**src/pkg/fdhp_pkg.sv**
```systemverilog
// package: constants for the flash disk host-side bus controller
package fdhp_pkg;
    // ===========================================================
    // widths
    localparam int ADDR_W = 13;                 // 8KB window
    localparam int DATA_W = 16;                 // device data lanes
    // ===========================================================
    // timing in ns and cycles at 10 MHz
    localparam int CLK_NS         = 100;        // mclk period
    localparam int SETUP_NS       = 100;        // address setup before strobe
    localparam int STROBE_NS      = 200;        // strobe low time
    localparam int HOLD_NS        = 100;        // hold after strobe rise
    localparam int AVD_NS         = 100;        // address valid low time
    localparam int SETUP_CYC  = (SETUP_NS + CLK_NS - 1) / CLK_NS;
    localparam int STROBE_CYC = (STROBE_NS + CLK_NS - 1) / CLK_NS;
    localparam int HOLD_CYC   = (HOLD_NS + CLK_NS - 1) / CLK_NS;
    localparam int AVD_CYC    = (AVD_NS + CLK_NS - 1) / CLK_NS;
    localparam int CNT_W      = 4;              // timer width
    // ===========================================================
    // sequencer states, gray from FDHP_AVD through FDHP_HOLD
    typedef enum logic [2:0] {
        FDHP_IDLE   = 3'b000,
        FDHP_AVD    = 3'b001,
        FDHP_SETUP  = 3'b011,
        FDHP_STROBE = 3'b010,
        FDHP_HOLD   = 3'b110,
        FDHP_WAKE   = 3'b111
    } fdhp_state_t;
endpackage
```
**src/hdl/fdhp_host.sv**
```systemverilog
// host-side controller that drives the flash disk bus pins
// Operation
// (RULE1) width select low 8-bit, high 16-bit
// (RULE2) 8-bit mode uses only low data lane
// (RULE3) upper select and bit zero pick lanes
// (RULE4) both high means no transfer
// (RULE5) word-only host may tie selects low
// (RULE6) boot block answers byte and word reads
// (RULE7) upper select matters only during boot
// (RULE8) 32-bit host maps bit one, ties zero
// (RULE9) low lane carries least significant byte
// (RULE10) address-valid fall enters multiplexed mode
// (RULE11) host pulses address-valid before first read
// (RULE12) multiplexed: address on data, pins low
// (RULE13) one clean edge per strobe
// (RULE14) device holds busy during load
// (RULE15) host waits for busy release first
// (RULE16) lock input blocks protection disable
// (RULE17) interrupt source and sense selectable; here fixed, irq_n_in sampled as an active-low level only
// (RULE18) software arms interrupt before long operation
// (RULE19) single device ties identity straps low
// (RULE20) thirteen address bits in 8KB window
// (RULE21) interrupt output is active low
`timescale 1ns/1ps
`default_nettype none
module fdhp_host (
    input  wire logic                        mclk_in,
    input  wire logic                        rst_in,
    // user side
    input  wire logic                        req_in,
    input  wire logic                        req_write_in,
    input  wire logic [fdhp_pkg::ADDR_W-1:0] req_addr_in,
    input  wire logic [1:0]                  req_lanes_in,
    input  wire logic [fdhp_pkg::DATA_W-1:0] req_wdata_in,
    input  wire logic                        mux_mode_in,
    input  wire logic                        wide_mode_in,
    input  wire logic                        word_only_in,
    input  wire logic                        lock_req_in,
    output logic                             ready_out,
    output logic                             done_out,
    output logic [fdhp_pkg::DATA_W-1:0]      rdata_out,
    output logic                             irq_seen_out,
    // device pins
    output logic                             chip_enable_n_out,
    output logic                             output_enable_n_out,
    output logic                             write_enable_n_out,
    output logic                             address_valid_n_out,
    output logic [fdhp_pkg::ADDR_W-1:0]      addr_out,
    output logic                             upper_byte_select_n_out,
    output logic                             width_select_out,
    output logic                             lock_n_out,
    output logic                             power_on_reset_n_out,
    output logic [1:0]                       chip_identity_straps_out,
    output logic [fdhp_pkg::DATA_W-1:0]      data_out,
    output logic                             data_oe_out,
    input  wire logic [fdhp_pkg::DATA_W-1:0] data_in,
    input  wire logic                        busy_n_in,
    input  wire logic                        irq_n_in
);
    // ===========================================================
    // lane helper
    // lanes: bit1 upper byte, bit0 lower byte; returns select/bit0
    function automatic logic [1:0] fdhp_lane_pins(input logic [1:0] ln);
        // both lanes -> 00, upper only -> 01, lower only -> 10
        unique case (ln)
            2'b11:   fdhp_lane_pins = 2'b00;    // RULE3
            2'b10:   fdhp_lane_pins = 2'b01;    // RULE3
            2'b01:   fdhp_lane_pins = 2'b10;    // RULE3
            default: fdhp_lane_pins = 2'b11;    // RULE4
        endcase
    endfunction
    // ===========================================================
    // registers
    fdhp_pkg::fdhp_state_t state_reg, state_next;
    logic [fdhp_pkg::CNT_W-1:0]  cnt_reg, cnt_next;   // phase timer
    logic                        wr_reg;              // latched direction
    logic [fdhp_pkg::ADDR_W-1:0] addr_reg;            // latched address
    logic [1:0]                  pins_reg;            // select, bit zero
    logic [fdhp_pkg::DATA_W-1:0] wdata_reg;           // latched write data
    logic                        muxed_reg;           // mux protocol live
    logic                        muxed_entered_reg;   // first fall sent
    logic                        rst_done_reg;        // reset released
    // ===========================================================
    // decode
    wire logic [1:0] req_pins = word_only_in ? 2'b00       // RULE5 RULE8
                              : !wide_mode_in ? {1'b1, req_addr_in[0]}
                              : fdhp_lane_pins(req_lanes_in);
    // busy high means device ready for first access
    wire logic dev_ready = busy_n_in && rst_done_reg;      // RULE15
    wire logic take      = req_in && dev_ready
                         && state_reg == fdhp_pkg::FDHP_IDLE
                         && !(mux_mode_in && !muxed_entered_reg);
    wire logic need_wake = mux_mode_in && !muxed_entered_reg && dev_ready
                         && state_reg == fdhp_pkg::FDHP_IDLE;
    wire logic cnt_done  = cnt_reg == '0;
    wire logic noop      = pins_reg == 2'b11 && wide_mode_in && !muxed_reg;
    // request fields as the pins must show them: on the taking edge the
    // latches still hold the old cycle, so without this the first phase
    // would carry a stale address, direction and protocol
    wire logic wr_cur    = take ? req_write_in : wr_reg;
    wire logic muxed_cur = take ? mux_mode_in : muxed_reg;
    wire logic [1:0] pins_cur = take ? req_pins : pins_reg;
    wire logic [fdhp_pkg::ADDR_W-1:0] addr_cur =
        take ? req_addr_in : addr_reg;
    wire logic [fdhp_pkg::DATA_W-1:0] wdata_cur =
        take ? req_wdata_in : wdata_reg;
    wire logic noop_cur  = pins_cur == 2'b11 && wide_mode_in && !muxed_cur;
    wire logic [fdhp_pkg::CNT_W-1:0] c_setup =
        fdhp_pkg::CNT_W'(fdhp_pkg::SETUP_CYC - 1);
    wire logic [fdhp_pkg::CNT_W-1:0] c_strobe =
        fdhp_pkg::CNT_W'(fdhp_pkg::STROBE_CYC - 1);
    wire logic [fdhp_pkg::CNT_W-1:0] c_hold =
        fdhp_pkg::CNT_W'(fdhp_pkg::HOLD_CYC - 1);
    wire logic [fdhp_pkg::CNT_W-1:0] c_avd =
        fdhp_pkg::CNT_W'(fdhp_pkg::AVD_CYC - 1);
    // ===========================================================
    // next-state logic
    always_comb begin
        state_next = state_reg;
        cnt_next   = cnt_done ? cnt_reg : cnt_reg - 1'b1;
        unique case (state_reg)
            fdhp_pkg::FDHP_IDLE: begin
                if (need_wake) begin               // RULE11
                    state_next = fdhp_pkg::FDHP_WAKE;
                    cnt_next   = c_avd;
                end else if (take) begin
                    // multiplexed cycles open with an address phase
                    state_next = mux_mode_in ? fdhp_pkg::FDHP_AVD
                                             : fdhp_pkg::FDHP_SETUP;
                    cnt_next   = mux_mode_in ? c_avd : c_setup;
                end
            end
            fdhp_pkg::FDHP_WAKE: begin
                if (cnt_done) state_next = fdhp_pkg::FDHP_IDLE;
            end
            fdhp_pkg::FDHP_AVD: begin
                if (cnt_done) begin
                    state_next = fdhp_pkg::FDHP_SETUP;
                    cnt_next   = c_setup;
                end
            end
            fdhp_pkg::FDHP_SETUP: begin
                if (cnt_done) begin
                    state_next = fdhp_pkg::FDHP_STROBE;
                    cnt_next   = c_strobe;
                end
            end
            fdhp_pkg::FDHP_STROBE: begin
                if (cnt_done) begin
                    state_next = fdhp_pkg::FDHP_HOLD;
                    cnt_next   = c_hold;
                end
            end
            fdhp_pkg::FDHP_HOLD: begin
                if (cnt_done) state_next = fdhp_pkg::FDHP_IDLE;
            end
            default: state_next = fdhp_pkg::FDHP_IDLE;
        endcase
    end
    // ===========================================================
    // pin values for the next cycle
    wire logic in_strobe = state_next == fdhp_pkg::FDHP_STROBE;
    wire logic ce_next  = state_next != fdhp_pkg::FDHP_IDLE
                       && state_next != fdhp_pkg::FDHP_WAKE;
    wire logic avd_next = state_next == fdhp_pkg::FDHP_AVD
                       || state_next == fdhp_pkg::FDHP_WAKE;  // RULE10
    // strobe only once per cycle, never on a no-op
    wire logic oe_next  = in_strobe && !wr_cur && !noop_cur; // RULE13
    wire logic we_next  = in_strobe && wr_cur && !noop_cur;  // RULE13
    // address on AD lines during address phase, data on writes
    wire logic ad_drive = state_next == fdhp_pkg::FDHP_AVD;
    wire logic dd_drive = wr_cur && !noop_cur && ce_next
                       && state_next != fdhp_pkg::FDHP_AVD;
    // 8-bit mode: only low lane driven; data stays little endian
    wire logic [fdhp_pkg::DATA_W-1:0] wdata_lanes =
        (!muxed_cur && !wide_mode_in) ? {8'h00, wdata_cur[7:0]}   // RULE2
                                      : wdata_cur;                // RULE9
    // read capture, narrowed the same way
    wire logic [fdhp_pkg::DATA_W-1:0] rdata_lanes =
        (!muxed_reg && !wide_mode_in) ? {8'h00, data_in[7:0]}     // RULE2
                                      : data_in;                  // RULE6
    wire logic capture = state_reg == fdhp_pkg::FDHP_STROBE && cnt_done
                      && !wr_reg;
    // ===========================================================
    // sequencer and request latches
    always_ff @(posedge mclk_in or posedge rst_in) begin
        if (rst_in) begin
            state_reg         <= fdhp_pkg::FDHP_IDLE;
            cnt_reg           <= '0;
            wr_reg            <= 1'b0;
            addr_reg          <= '0;
            pins_reg          <= 2'b00;
            wdata_reg         <= '0;
            muxed_reg         <= 1'b0;
            muxed_entered_reg <= 1'b0;
            rst_done_reg      <= 1'b0;
        end else begin
            state_reg    <= state_next;
            cnt_reg      <= cnt_next;
            rst_done_reg <= 1'b1;
            if (take) begin
                wr_reg    <= req_write_in;
                addr_reg  <= req_addr_in;
                pins_reg  <= req_pins;
                wdata_reg <= req_wdata_in;
                muxed_reg <= mux_mode_in;
            end
            // first fall of address-valid switches the device
            if (state_reg == fdhp_pkg::FDHP_WAKE)
                muxed_entered_reg <= 1'b1;         // RULE10
        end
    end
    // ===========================================================
    // registered pin drivers
    always_ff @(posedge mclk_in or posedge rst_in) begin
        if (rst_in) begin
            chip_enable_n_out       <= 1'b1;
            output_enable_n_out     <= 1'b1;
            write_enable_n_out      <= 1'b1;
            address_valid_n_out     <= 1'b1;
            addr_out                <= '0;
            upper_byte_select_n_out <= 1'b0;
            data_out                <= '0;
            data_oe_out             <= 1'b0;
        end else begin
            chip_enable_n_out   <= !ce_next;                 // RULE20
            output_enable_n_out <= !oe_next;
            write_enable_n_out  <= !we_next;
            address_valid_n_out <= !avd_next;
            data_oe_out         <= ad_drive || dd_drive;
            if (muxed_cur || state_next == fdhp_pkg::FDHP_WAKE) begin
                // address pins and upper select tied low
                addr_out                <= '0;               // RULE12
                upper_byte_select_n_out <= 1'b0;             // RULE12
                data_out <= ad_drive ? {3'b000, addr_cur} : wdata_lanes;
            end else begin
                // lane choice rides on address bit zero
                addr_out <= {addr_cur[fdhp_pkg::ADDR_W-1:1], pins_cur[0]};
                upper_byte_select_n_out <= pins_cur[1];      // RULE7
                data_out                <= wdata_lanes;
            end
        end
    end
    // ===========================================================
    // user-side answers and static straps
    always_ff @(posedge mclk_in or posedge rst_in) begin
        if (rst_in) begin
            ready_out                <= 1'b0;
            done_out                 <= 1'b0;
            rdata_out                <= '0;
            irq_seen_out             <= 1'b0;
            width_select_out         <= 1'b0;
            lock_n_out               <= 1'b1;
            power_on_reset_n_out     <= 1'b0;
            chip_identity_straps_out <= 2'b00;
        end else begin
            power_on_reset_n_out <= 1'b1;            // release after reset
            ready_out    <= dev_ready && state_next == fdhp_pkg::FDHP_IDLE
                         && !(mux_mode_in && !muxed_entered_reg); // RULE14
            done_out     <= state_reg == fdhp_pkg::FDHP_HOLD && cnt_done;
            if (capture && !noop)
                rdata_out <= rdata_lanes;
            // interrupt is active low, sampled as a level
            irq_seen_out <= !irq_n_in;                         // RULE21
            width_select_out <= wide_mode_in || mux_mode_in;   // RULE1
            lock_n_out   <= !lock_req_in;                      // RULE16
            chip_identity_straps_out <= 2'b00;                 // RULE19
        end
    end
endmodule
`default_nettype wire

```
**config.mk**
```make
export PLATFORM = sky130hd
export DESIGN_NAME = fdhp_host
export DESIGN_NICKNAME = d
export VERILOG_FILES = /design/src/pkg/fdhp_pkg.sv /design/src/hdl/fdhp_host.sv
export SDC_FILE = /design/constraint.sdc
export NUM_CORES = 1
export LEC_CHECK = 0
export ABC_CLOCK_PERIOD_IN_PS = 7000
export BUFFER_PORTS_ARGS = -buffer_cell sky130_fd_sc_hd__buf_2
export CAP_MARGIN = 15
export CORE_ASPECT_RATIO = 0.6
export CORE_MARGIN = 2
export CORE_UTILIZATION = 35
export DETAILED_ROUTE_END_ITERATION = 7
export PLACE_DENSITY = 0.6
export SYNTH_ARGS = -nofsm -noshare
export SYNTH_HDL_FRONTEND = slang
export SYNTH_SLANG_ARGS = --single-unit
```
**constraint.sdc**
```tcl
create_clock -name mclk_in -period 7 [get_ports mclk_in]
set_input_delay 0 -clock mclk_in [delete_from_list [all_inputs] [get_ports mclk_in]]
set_output_delay 0 -clock mclk_in [all_outputs]
set_load 0.02 [all_outputs]
```
==> summary.md, run 1 <==
| Metric | Value |
|---|---|
| Min-Delay Path Class | `in -> reg` |
| Vias/cell | `between 4 and 5` |
| Cts repair resizes | `0` |
| DR vias | `3057` |
| R2R Setup Slk | `approximately 4500 ps` |
| Fin nets | `569` |
| Worst Reg-to-Reg Cells | `5` |
| Met3 usage | `0.0427` |
| Clock transition at the registers of the reported paths | `60 ps` |
| Grt ovf | `0` |
| Die H | `88.3 um` |
| CTS tree | `done` |
| Worst Setup Slack, final | `4480 ps` |
| Initial Util | `0.363` |
| Crit Path Category | `reg -> reg` |
| Seq/Total Area, Yosys | `0.593` |
| Worst hold endpoint | `ready_out` |
| Drt first pass iters | `4` |
| Fmax | `397 MHz` |
| First-pass GRT wire length | `15400 um` |
| Busiest grt layer | `met2` |
| Maximum VDD drop | `0.146 mV` |
| Relative slew slack | `0.393` |
| Reg2Reg Capture Point | `data_out[0]` |
| Drt wl/cell | `14.3 um` |
| Final Skew | `about 6.4 ps` |
| CP arrival | `around 2700 ps` |
| Place WS | `4480 ps` |
| Power Dens Cells | `380 nW/um^2` |
| Largest net degree at the start of global routing | `74` |
| Leakage | `0.00277 uW` |
| CTS Sinks | `98` |
| Final Hold Viols | `0` |
| Width of the die | `between 100 and 150 um` |
| Core ar. | `11400 um^2` |
| Post-route setup TNS | `0 ps` |
| Initial antenna violation count | `0` |
| Critical Path RT | `about 7200 ps` |
| Post-synthesis cell count | `347` |
| Die Area | `~13000 um^2` |
| IO buf count | `113` |
| Top cell type's share of synthesized area | `0.561` |
| CP startpoint | `state_reg[0]` |
| Hold_sp | `busy_n_in` |
| # IOs | `116` |
| Status | `completed` |
| Detailed Route WL | `9620 um` |
| Final cell count without fillers | `674` |
| GPL Wtd Cong | `approximately 0.8` |
| Area grow syn2layout | `35.8%` |
| Post-route DRC | `0` |
| Post-Syn Area | `4150 um^2` |
| Placed inst area | `4850 um^2` |
| Final setup viols | `0` |
| Max cap viols | `0` |
| Mapped Avg Cell Area | `11.9 um^2` |
| GRT Total Usage | `0.158` |
| Min Hold Slack | `around 64 ps` |
| Yosys warnings | `0` |
| Post-synthesis cell type count | `46` |
| Top area cells in the synthesized netlist | `dfrtp_1 (56%), mux2i_1 (8.7%), mux2_2 (5.4%)` |
| Hold Crit Depth | `3` |
| # fillers | `1073` |
| 1st-iter DRT viols | `between 150 and 200` |
| Final Cycle Share | `0.360` |
| Cell area after layout | `5630 um^2` |
| Number of synthesized flops with an enable pin | `0` |
| CTS Buf Count | `9` |
| Main flop type after synthesis | `dfrtp_1` |
| Clk Latency, worst-skew pair | `330 ps` |
| H-tree levels | `3` |
| FP Rows | `30` |
| Area leader, netlist | `dfrtp_1` |
| Synth Register Bits | `98` |
| Crit-path max FO | `41` |
| Root buffer cell | `clkbuf_16` |
| Share of cells above drive strength 1 | `0.323` |
| Setup crit end kind | `flip-flop` |
| Fraction of registers with async set/reset | `1.00` |
| Antenna viol nets, final | `0` |
| Clock buffer depth | `2` |
| Slew Viols, Final | `0` |
| RSZ-0062 raised after global routing | `false` |
| Post-CTS setup buffer count | `0` |
| Placed Cells | `609` |
| Worst-Margin Slew | `910 ps` |
| Vias in the first global route | `3147` |
| Detailed placement HPWL | `6610 um` |
| Met2 usage in global routing | `0.248` |
| FF-to-FF Start | `state_reg[0]` |
| Grt met1 use | `0.220` |
| Minimum clock period | `2520 ps` |
| Antenna cells | `0` |
| Worst setup SP type | `flip-flop` |
-- logic make-up (layout without fill, tap and decap cells) --
| group | Yosys count | in the layout | synth area share |
|---|---|---|---|
| muxes | 60 | 60 | 0.152 |
| DFF | 98 | 98 | 0.593 |
| adders and majority gates | 3 | 3 | 0.00906 |
| buffers and inverters | 55 | 221 | 0.0613 |
| other | 2 | 3 | 0.00181 |
| AOI/OAI and AO/OA | 34 | 34 | 0.0510 |
| and+or+nand+nor | 95 | 95 | 0.132 |
-- synth_stat cells, types with 2 or more instances --
master	number
and2_1	2
nor4_1	2
nor3_1	21
nand2b_1	6
a21oi_1	10
inv_1	37
mux2i_1	36
nand3_1	10
dfrtp_1	93
o2111ai_1	2
buf_4	4
or2_2	3
o21ai_0	11
buf_6	4
clkbuf_1	8
o22a_1	2
mux2_1	4
a22oi_1	2
buf_2	2
ha_1	3
mux2_2	20
dfstp_2	5
nand2_1	17
nor3b_1	3
conb_1	2
nor2_1	16
nor2b_1	3
-- metrics by stage --
step                      power [uW]   util
after global routing            2290  0.493
after floorplan                 1410      -
after detailed placement        1650  0.425
after global placement          1630  0.425
final                           2140  0.493
after CTS                       2170  0.493
-- metal layers --
| metal | wire length, um | up-vias |
|---|---|---|
| met5 | 0 | - |
| met4 | 113 | 0 |
| met3 | 470 | 11 |
| met2 | 4220 | 77 |
| met1 | 4810 | 1483 |
| li1 | - | 1486 |
-- timing repair --
action	CTS	global route
setup endpoints to repair	0	0
endpoints found under the hold margin	78	0
hold buffers	49	0
-- worst max path at each step --
stage | to | cells past startpoint
after global placement | data_out[0] | 5
final | data_out[0] | 5
after detailed placement | data_out[0] | 5
after global routing | data_out[0] | 8
after CTS | data_out[0] | 5
after floorplan | addr_out[0] | 1
-- final cells by class --
class / instances / area [um^2] / area share
Clock buffer: 14 / 254 / 0.0451
Clock inverter: 2 / 38.8 / 0.00689
Inverter: 37 / 141 / 0.0251
Multi-Input combinational cell: 195 / 1440 / 0.255
Sequential cell: 98 / 2460 / 0.437
Tap cell: 160 / 200 / 0.0356
Timing Repair Buffer: 168 / 1100 / 0.196
-- worst max-delay path: stages, from the launching register on --
cell and delay [ps]:
dfrtp_1 560, or3_4 480, nor3_4 160, buf_4 510, mux2_2 420, mux2_2 260
-- where the power goes --
part	internal (uW)	switching, uW	leakage, uW
logic	312	456	0.00138
clock network	288	199	0.000141
registers	785	101	0.00125
total	1390	756	0.00277
-- cell usage in the layout, fill, tap and decap left out, types with 2 or more instances in the layout --
| cell type | Yosys | final |
|---|---|---|
| o22a_1 | 2 | 2 |
| nor3_1 | 21 | 21 |
| clkbuf_16 | 0 | 9 |
| nor2_1 | 16 | 16 |
| a22oi_1 | 2 | 2 |
| or2_2 | 3 | 3 |
| dfstp_2 | 5 | 5 |
| ha_1 | 3 | 3 |
| mux2_1 | 4 | 4 |
| and2_1 | 2 | 2 |
| nor4_1 | 2 | 2 |
| dlygate4sd3_1 | 0 | 49 |
| o21ai_0 | 11 | 11 |
| a21oi_1 | 10 | 10 |
| mux2_2 | 20 | 20 |
| nand2_1 | 17 | 17 |
| buf_4 | 4 | 6 |
| nand2b_1 | 6 | 6 |
| o2111ai_1 | 2 | 2 |
| mux2i_1 | 36 | 36 |
| conb_1 | 2 | 3 |
| clkbuf_1 | 8 | 4 |
| inv_1 | 37 | 36 |
| buf_2 | 2 | 113 |
| dfrtp_1 | 93 | 93 |
| nor2b_1 | 3 | 3 |
| nand3_1 | 10 | 10 |
| nor3b_1 | 3 | 3 |
Note: power is estimated with default switching activity, not from simulation.
==> run 2, diff against run 1 <==
--- a/config.mk
+++ b/config.mk
@@ -5,14 +5,14 @@
 export SDC_FILE = /design/constraint.sdc
 export NUM_CORES = 1
 export LEC_CHECK = 0
-export ABC_CLOCK_PERIOD_IN_PS = 7000
+export ABC_CLOCK_PERIOD_IN_PS = 2100
 export BUFFER_PORTS_ARGS = -buffer_cell sky130_fd_sc_hd__buf_2
 export CAP_MARGIN = 15
 export CORE_ASPECT_RATIO = 0.6
 export CORE_MARGIN = 2
 export CORE_UTILIZATION = 35
 export DETAILED_ROUTE_END_ITERATION = 7
-export PLACE_DENSITY = 0.6
+export PLACE_DENSITY = 0.62
 export SYNTH_ARGS = -nofsm -noshare
 export SYNTH_HDL_FRONTEND = slang
 export SYNTH_SLANG_ARGS = --single-unit
==> constraint.sdc (replaced) <==
create_clock -name mclk_in -period 2.1 [get_ports mclk_in]
set_input_delay 0 -clock mclk_in [delete_from_list [all_inputs] [get_ports mclk_in]]
set_output_delay 0 -clock mclk_in [all_outputs]
set_load 0.02 [all_outputs]
==> summary.md, run 2 (synthesis gave the netlist of run 1 again) <==
| Metric | Value |
|---|---|
| CP bufs+invs | `1 (unchanged)` |
| Vias/cell | `4.57 (was 4.54)` |
| CP arrival | `2310 ps (was 2740 ps)` |
| Die H | `88.3 um (unchanged)` |
| Vias in the first global route | `3191 (was 3147)` |
| CTS tree | `done (unchanged)` |
| First-pass GRT wire length | `16000 um (was 15400 um)` |
| Status | `completed (unchanged)` |
| Initial Util | `0.363 (unchanged)` |
| R2R Setup Slk | `20 ps (was 4480 ps)` |
| Antenna cells | `0 (unchanged)` |
| Fin util | `0.528 (was 0.493)` |
| Final cell count without fillers | `703 (was 674)` |
| Worst setup SP type | `flip-flop (unchanged)` |
| Detailed Route WL | `10200 um (was 9620 um)` |
| Max cap viols | `0 (unchanged)` |
| Width of the die | `144 um (unchanged)` |
| Core ar. | `11400 um^2 (unchanged)` |
| Clock buffer depth | `2 (unchanged)` |
| Slowest Stage Delay on Critical Path | `450 ps (was 560 ps)` |
| Worst-Margin Slew | `627 ps (was 910 ps)` |
| Final setup viols | `0 (unchanged)` |
| Minimum clock period | `2080 ps (was 2520 ps)` |
| Placed Cells | `626 (was 609)` |
| Setup crit end kind | `flip-flop (unchanged)` |
| Power after layout | `7540 uW (was 2140 uW)` |
| Most common cell after layout, fill and taps aside | `buf_2 (unchanged)` |
| Clock transition at the registers of the reported paths | `70 ps (was 60 ps)` |
| Placed inst area | `5040 um^2 (was 4850 um^2)` |
| Die Area | `12800 um^2 (unchanged)` |
| Final Cycle Share | `0.991 (was 0.360)` |
| Area grow syn2layout | `45.4% (was 35.8%)` |
| FP Rows | `30 (unchanged)` |
| Cell area after layout | `6030 um^2 (was 5630 um^2)` |
| Fmax | `481 MHz (was 397 MHz)` |
| Antenna viol nets, final | `0 (unchanged)` |
| # fillers | `997 (was 1073)` |
| CTS Sinks | `98 (unchanged)` |
| Detailed placement HPWL | `7030 um (was 6610 um)` |
| Largest net degree at the start of global routing | `37 (was 74)` |
| Fin nets | `598 (was 569)` |
| Min-Delay Path Class | `in -> reg (unchanged)` |
| Crit-path cells | `or3_4 -> nor3_4 -> buf_6 -> mux2_4 -> mux2_2 (was or3_4 -> nor3_4 -> buf_4 -> mux2_2 -> mux2_2)` |
| Crit path max-delay cell type | `or3_4 (was dfrtp_1)` |
| CTS Buf Count | `9 (unchanged)` |
| Leakage | `0.00297 uW (was 0.00277 uW)` |
| Post-route DRC | `0 (unchanged)` |
| Final Skew | `4.19 ps (was 6.39 ps)` |
| 1st-iter DRT viols | `134 (was 151)` |
| Grt ovf | `0 (unchanged)` |
| Multi-input gate area | `1500 um^2 (was 1440 um^2)` |
| Power Dens Cells | `1250 nW/um^2 (was 380 nW/um^2)` |
| Worst path top cell family by delay | `simple AND/OR/NAND/NOR gates (was multiplexers)` |
| Initial antenna violation count | `0 (unchanged)` |
| Most frequent cells in the layout | `buf_2 (113), dfrtp_1 (92), dlygate4sd3_1 (49), inv_1 (34), mux2i_1 (30) (was buf_2 (113), dfrtp_1 (93), dlygate4sd3_1 (49), inv_1 (36), mux2i_1 (36))` |
| Crit-path max FO | `7 (was 41)` |
| GRT Total Usage | `0.165 (was 0.158)` |
| H-tree levels | `3 (unchanged)` |
| Critical Path RT | `2330 ps (was 7220 ps)` |
| RSZ-0062 raised after global routing | `true (was false)` |
| Post-route setup TNS | `0 ps (unchanged)` |
| Share of cells above drive strength 1 | `0.385 (was 0.323)` |
| GPL Wtd Cong | `0.809 (was 0.796)` |
| DR vias | `3213 (was 3057)` |
| Sequential cell area | `2460 um^2 (about the same)` |
| Relative slew slack | `0.581 (was 0.393)` |
| Root buffer cell | `clkbuf_16 (unchanged)` |
| Final Hold Viols | `0 (unchanged)` |
| IO buf count | `113 (unchanged)` |
| # IOs | `116 (unchanged)` |
| Drt wl/cell | `14.5 um (was 14.3 um)` |
| Clk Latency, worst-skew pair | `340 ps (was 330 ps)` |
| Maximum VDD drop | `0.507 mV (was 0.146 mV)` |
| Slew Viols, Final | `0 (unchanged)` |
| Crit Path Category | `reg -> reg (unchanged)` |
| Drt first pass iters | `4 (unchanged)` |
==> run 2: routing by layer <==
layer | track usage | wire length [um] | vias up
met5 | 0 | 0 | -
met4 | 0.0503 | 112 | 0
met3 | 0.0438 | 577 | 10
met2 | 0.257 | 4590 | 99
met1 | 0.228 | 4940 | 1548
li1 | - | - | 1556
==> run 2: path summary, 6_finish.rpt <==
kind                                from             endpoint  cells after the start
min in group asynchronous         rst_in          addr_out[7]                      3
min reg2reg                wdata_reg[14]        wdata_reg[14]                      2
min                            busy_n_in            ready_out                      3
max reg2reg                 state_reg[2]          data_out[0]                      5
max                         state_reg[2]          data_out[0]                      5
max in group asynchronous         rst_in  address_valid_n_out                      4
==> run 2: stage by stage <==
step,hold slack [ps],setup slack [ps]
2_1_floorplan,26.2,-3.51
3_3_place_gp,113,35.0
3_5_place_dp,117,-3.97
4_1_cts,56.9,10.1
5_1_grt,82.1,-31.6
6_report,79.1,19.2
==> run 2: cell type report <==
class / count / area share
clock buffer: 10 / 0.0380
clock inverter: 6 / 0.0122
inverter: 37 / 0.0237
multi-input combinational: 195 / 0.248
sequential: 98 / 0.408
tap: 160 / 0.0332
timing repair buffer: 197 / 0.237
==> run 2: where the power goes <==
group,leakage [uW],internal [uW],switching (uW)
clock,0.000141,938,724
sequential,0.00125,2620,331
combinational,0.00157,1280,1640
total,0.00297,4840,2700
==> run 2: worst reg2reg max path, cell delays in order (launching register included) <==
cell,delay (ps)
dfrtp_1,440
or3_4,450
nor3_4,310
buf_6,200
mux2_4,310
mux2_2,270
==> run 2: what timing repair did <==
item,4_1_cts,5_1_grt
buffers inserted,0,10
endpoints found under the hold margin,79,0
setup endpoints to repair,4,32
cloned,0,2
resized for setup,1,20
pin swaps,0,1
hold buffers,49,0
==> run 3, diff against run 2 <==
--- a/config.mk
+++ b/config.mk
@@ -7,12 +7,11 @@
 export LEC_CHECK = 0
 export ABC_CLOCK_PERIOD_IN_PS = 2100
 export BUFFER_PORTS_ARGS = -buffer_cell sky130_fd_sc_hd__buf_2
-export CAP_MARGIN = 15
-export CORE_ASPECT_RATIO = 0.6
+export CAP_MARGIN = 20
 export CORE_MARGIN = 2
-export CORE_UTILIZATION = 35
+export CORE_UTILIZATION = 23
 export DETAILED_ROUTE_END_ITERATION = 7
-export PLACE_DENSITY = 0.62
+export PLACE_DENSITY = 0.46
 export SYNTH_ARGS = -nofsm -noshare
 export SYNTH_HDL_FRONTEND = slang
 export SYNTH_SLANG_ARGS = --single-unit
==> summary.md, run 3 (synthesis gave the netlist of run 1 again) <==
| Metric | Value |
|---|---|
| Crit-path max FO | `11 (was 7)` |
| Antenna viol nets, final | `0 (unchanged)` |
| Crit path max-delay cell type | `or4b_4 (was or3_4)` |
| Min Hold Slack | `82.2 ps (was 79.1 ps)` |
| Share of cells above drive strength 1 | `0.375 (was 0.385)` |
| CP startpoint | `cnt_reg[1] (was state_reg[2])` |
| H-tree levels | `3 (unchanged)` |
| Hold Crit Depth | `4 (was 3)` |
| FF-to-FF Start | `cnt_reg[1] (was state_reg[2])` |
| Leakage | `0.00292 uW (was 0.00297 uW)` |
| Power Dens Cells | `1220 nW/um^2 (was 1250 nW/um^2)` |
| Maximum VDD drop | `0.485 mV (was 0.507 mV)` |
| Most frequent cells in the layout | `buf_2 (113), dfrtp_1 (93), dlygate4sd3_1 (49), mux2i_1 (35), inv_1 (33) (was buf_2 (113), dfrtp_1 (92), dlygate4sd3_1 (49), inv_1 (34), mux2i_1 (30))` |
| IO buf count | `113 (unchanged)` |
| CTS tree | `done (unchanged)` |
| Net Sw Power | `2690 uW (was 2700 uW)` |
| Setup crit end kind | `flip-flop (unchanged)` |
| Die H | `138 um (was 88.3 um)` |
| Most common cell after layout, fill and taps aside | `buf_2 (unchanged)` |
| Largest net degree at the start of global routing | `99 (was 37)` |
| Drt first pass iters | `4 (unchanged)` |
| Final Skew | `9.31 ps (was 4.19 ps)` |
| Detailed placement HPWL | `6930 um (was 7030 um)` |
| Final Cycle Share | `0.959 (was 0.991)` |
| Die Area | `19100 um^2 (was 12800 um^2)` |
| Worst path top cell family by delay | `simple AND/OR/NAND/NOR gates (unchanged)` |
| CP arrival | `2240 ps (was 2310 ps)` |
| Crit-path cells | `inv_2 -> ha_4 -> or4b_4 -> nor4b_4 -> buf_12 -> mux2_1 (was or3_4 -> nor3_4 -> buf_6 -> mux2_4 -> mux2_2)` |
| Detailed Route WL | `10600 um (was 10200 um)` |
| CTS Buf Count | `9 (unchanged)` |
| Core ar. | `17800 um^2 (was 11400 um^2)` |
| Max cap viols | `0 (unchanged)` |
| First-pass GRT wire length | `16800 um (was 16000 um)` |
| Power after layout | `7340 uW (was 7540 uW)` |
| Fin nets | `594 (was 598)` |
| GRT Total Usage | `0.112 (was 0.165)` |
| CP bufs+invs | `2 (was 1)` |
| Clock transition at the registers of the reported paths | `70 ps (about the same)` |
| Initial antenna violation count | `0 (unchanged)` |
| Worst setup SP type | `flip-flop (unchanged)` |
| Drt wl/cell | `13.7 um (was 14.5 um)` |
| RSZ-0062 raised after global routing | `false (was true)` |
| Fmax | `496 MHz (was 481 MHz)` |
| Clock buffer depth | `2 (unchanged)` |
| Initial Util | `0.232 (was 0.363)` |
| Logic pwr share | `0.389 (was 0.388)` |
| CTS Sinks | `98 (unchanged)` |
| Final Hold Viols | `0 (unchanged)` |
| # IOs | `116 (unchanged)` |
| DR vias | `3177 (was 3213)` |
| Worst hold endpoint | `pins_reg[0] (was ready_out)` |
| Final setup viols | `0 (unchanged)` |
| Grt ovf | `0 (unchanged)` |
| R2R Setup Slk | `90 ps (was 20 ps)` |
| Min-Delay Path Class | `in -> reg (unchanged)` |
| Post-route DRC | `0 (unchanged)` |
| Clk Latency, worst-skew pair | `350 ps (was 340 ps)` |
| Vias/cell | `4.14 (was 4.57)` |
| Width of the die | `138 um (was 144 um)` |
| Area grow syn2layout | `44.7% (was 45.4%)` |
| GPL Wtd Cong | `0.777 (was 0.809)` |
| Worst Reg-to-Reg Cells | `6 (was 5)` |
| Root buffer cell | `clkbuf_16 (unchanged)` |
| Slowest Stage Delay on Critical Path | `470 ps (was 450 ps)` |
| Critical Path RT | `2330 ps (about the same)` |
| Internal power | `4650 uW (was 4840 uW)` |
| Crit Path Category | `reg -> reg (unchanged)` |
| Sequential share of power | `0.396 (was 0.391)` |
| Clock power frac | `0.215 (was 0.220)` |
| Hold_sp | `word_only_in (was busy_n_in)` |
| 1st-iter DRT viols | `151 (was 134)` |
| Relative slew slack | `0.639 (was 0.581)` |
| Slew Viols, Final | `0 (unchanged)` |
| Minimum clock period | `2010 ps (was 2080 ps)` |
| Vias in the first global route | `3252 (was 3191)` |
| Sw Share | `0.366 (was 0.358)` |
| Worst-Margin Slew | `542 ps (was 627 ps)` |
| Reg2Reg Capture Point | `rdata_out[2] (was data_out[0])` |
| Antenna cells | `0 (unchanged)` |
| Status | `completed (unchanged)` |
| FP Rows | `49 (was 30)` |
[run 3: stage by stage]
step	cells	worst slack, ps	setup TNS, ps	area [um^2]	util
2_1_floorplan	348	-3.51	-14.1	4160	-
3_3_place_gp	688	33.8	0	5070	0.284
3_5_place_dp	688	-0.0342	-0.0342	5070	0.284
4_1_cts	757	7.22	0	5900	0.330
5_1_grt	768	8.55	0	6000	0.336
6_report	768	85.2	0	6000	0.336
[run 3: metal layers]
| layer | GRT usage | part of all wire |
|---|---|---|
| met2 | 0.176 | 0.47 |
| met3 | 0.0371 | 0.060 |
| met5 | 0 | 0 |
| met1 | 0.143 | 0.45 |
| met4 | 0.0408 | 0.017 |
[run 3: timing repair]
item	4_1_cts	5_1_grt
gates cloned	1	0
gates resized for setup	6	6
hold buffers	49	0
setup buffers	3	12
endpoints found under the hold margin	150	0
setup endpoints to repair	1	27
pin swaps	1	3
[run 3: tightest hold or removal path, stage by stage]
cell and delay (ps):
buf_2 120, a21oi_1 120, mux2i_1 100, inv_1 60
[run 3: power by group through the flow]
stage / clock (uW) / combinational (uW) / sequential [uW]
floorplan: 0 / 1280 / 3420
global route: 1730 / 3150 / 2990
finish: 1580 / 2860 / 2900
detailed placement: 0 / 2680 / 2940
CTS: 1640 / 2850 / 2910
global placement: 0 / 2640 / 2930
[run 3: worst max path at each step]
stage                         endpoint  slack, ps  cells after the start
final                     rdata_out[2]         90                      6
after global placement    rdata_out[6]         30                      6
after CTS                 rdata_out[2]          7                      6
after detailed placement  rdata_out[2]      -0.03                      6
after global routing      data_out[10]          9                      6
after floorplan           rdata_out[0]         -4                      6
[run 3: area by class of cell]
class / instances / area [um^2]
multi-input combinational: 195 / 1470
clock inverter: 6 / 51.3
clock buffer: 10 / 229
tap: 229 / 287
fill: 1774 / 11800
sequential: 98 / 2460
inverter: 37 / 143
timing repair buffer: 193 / 1360
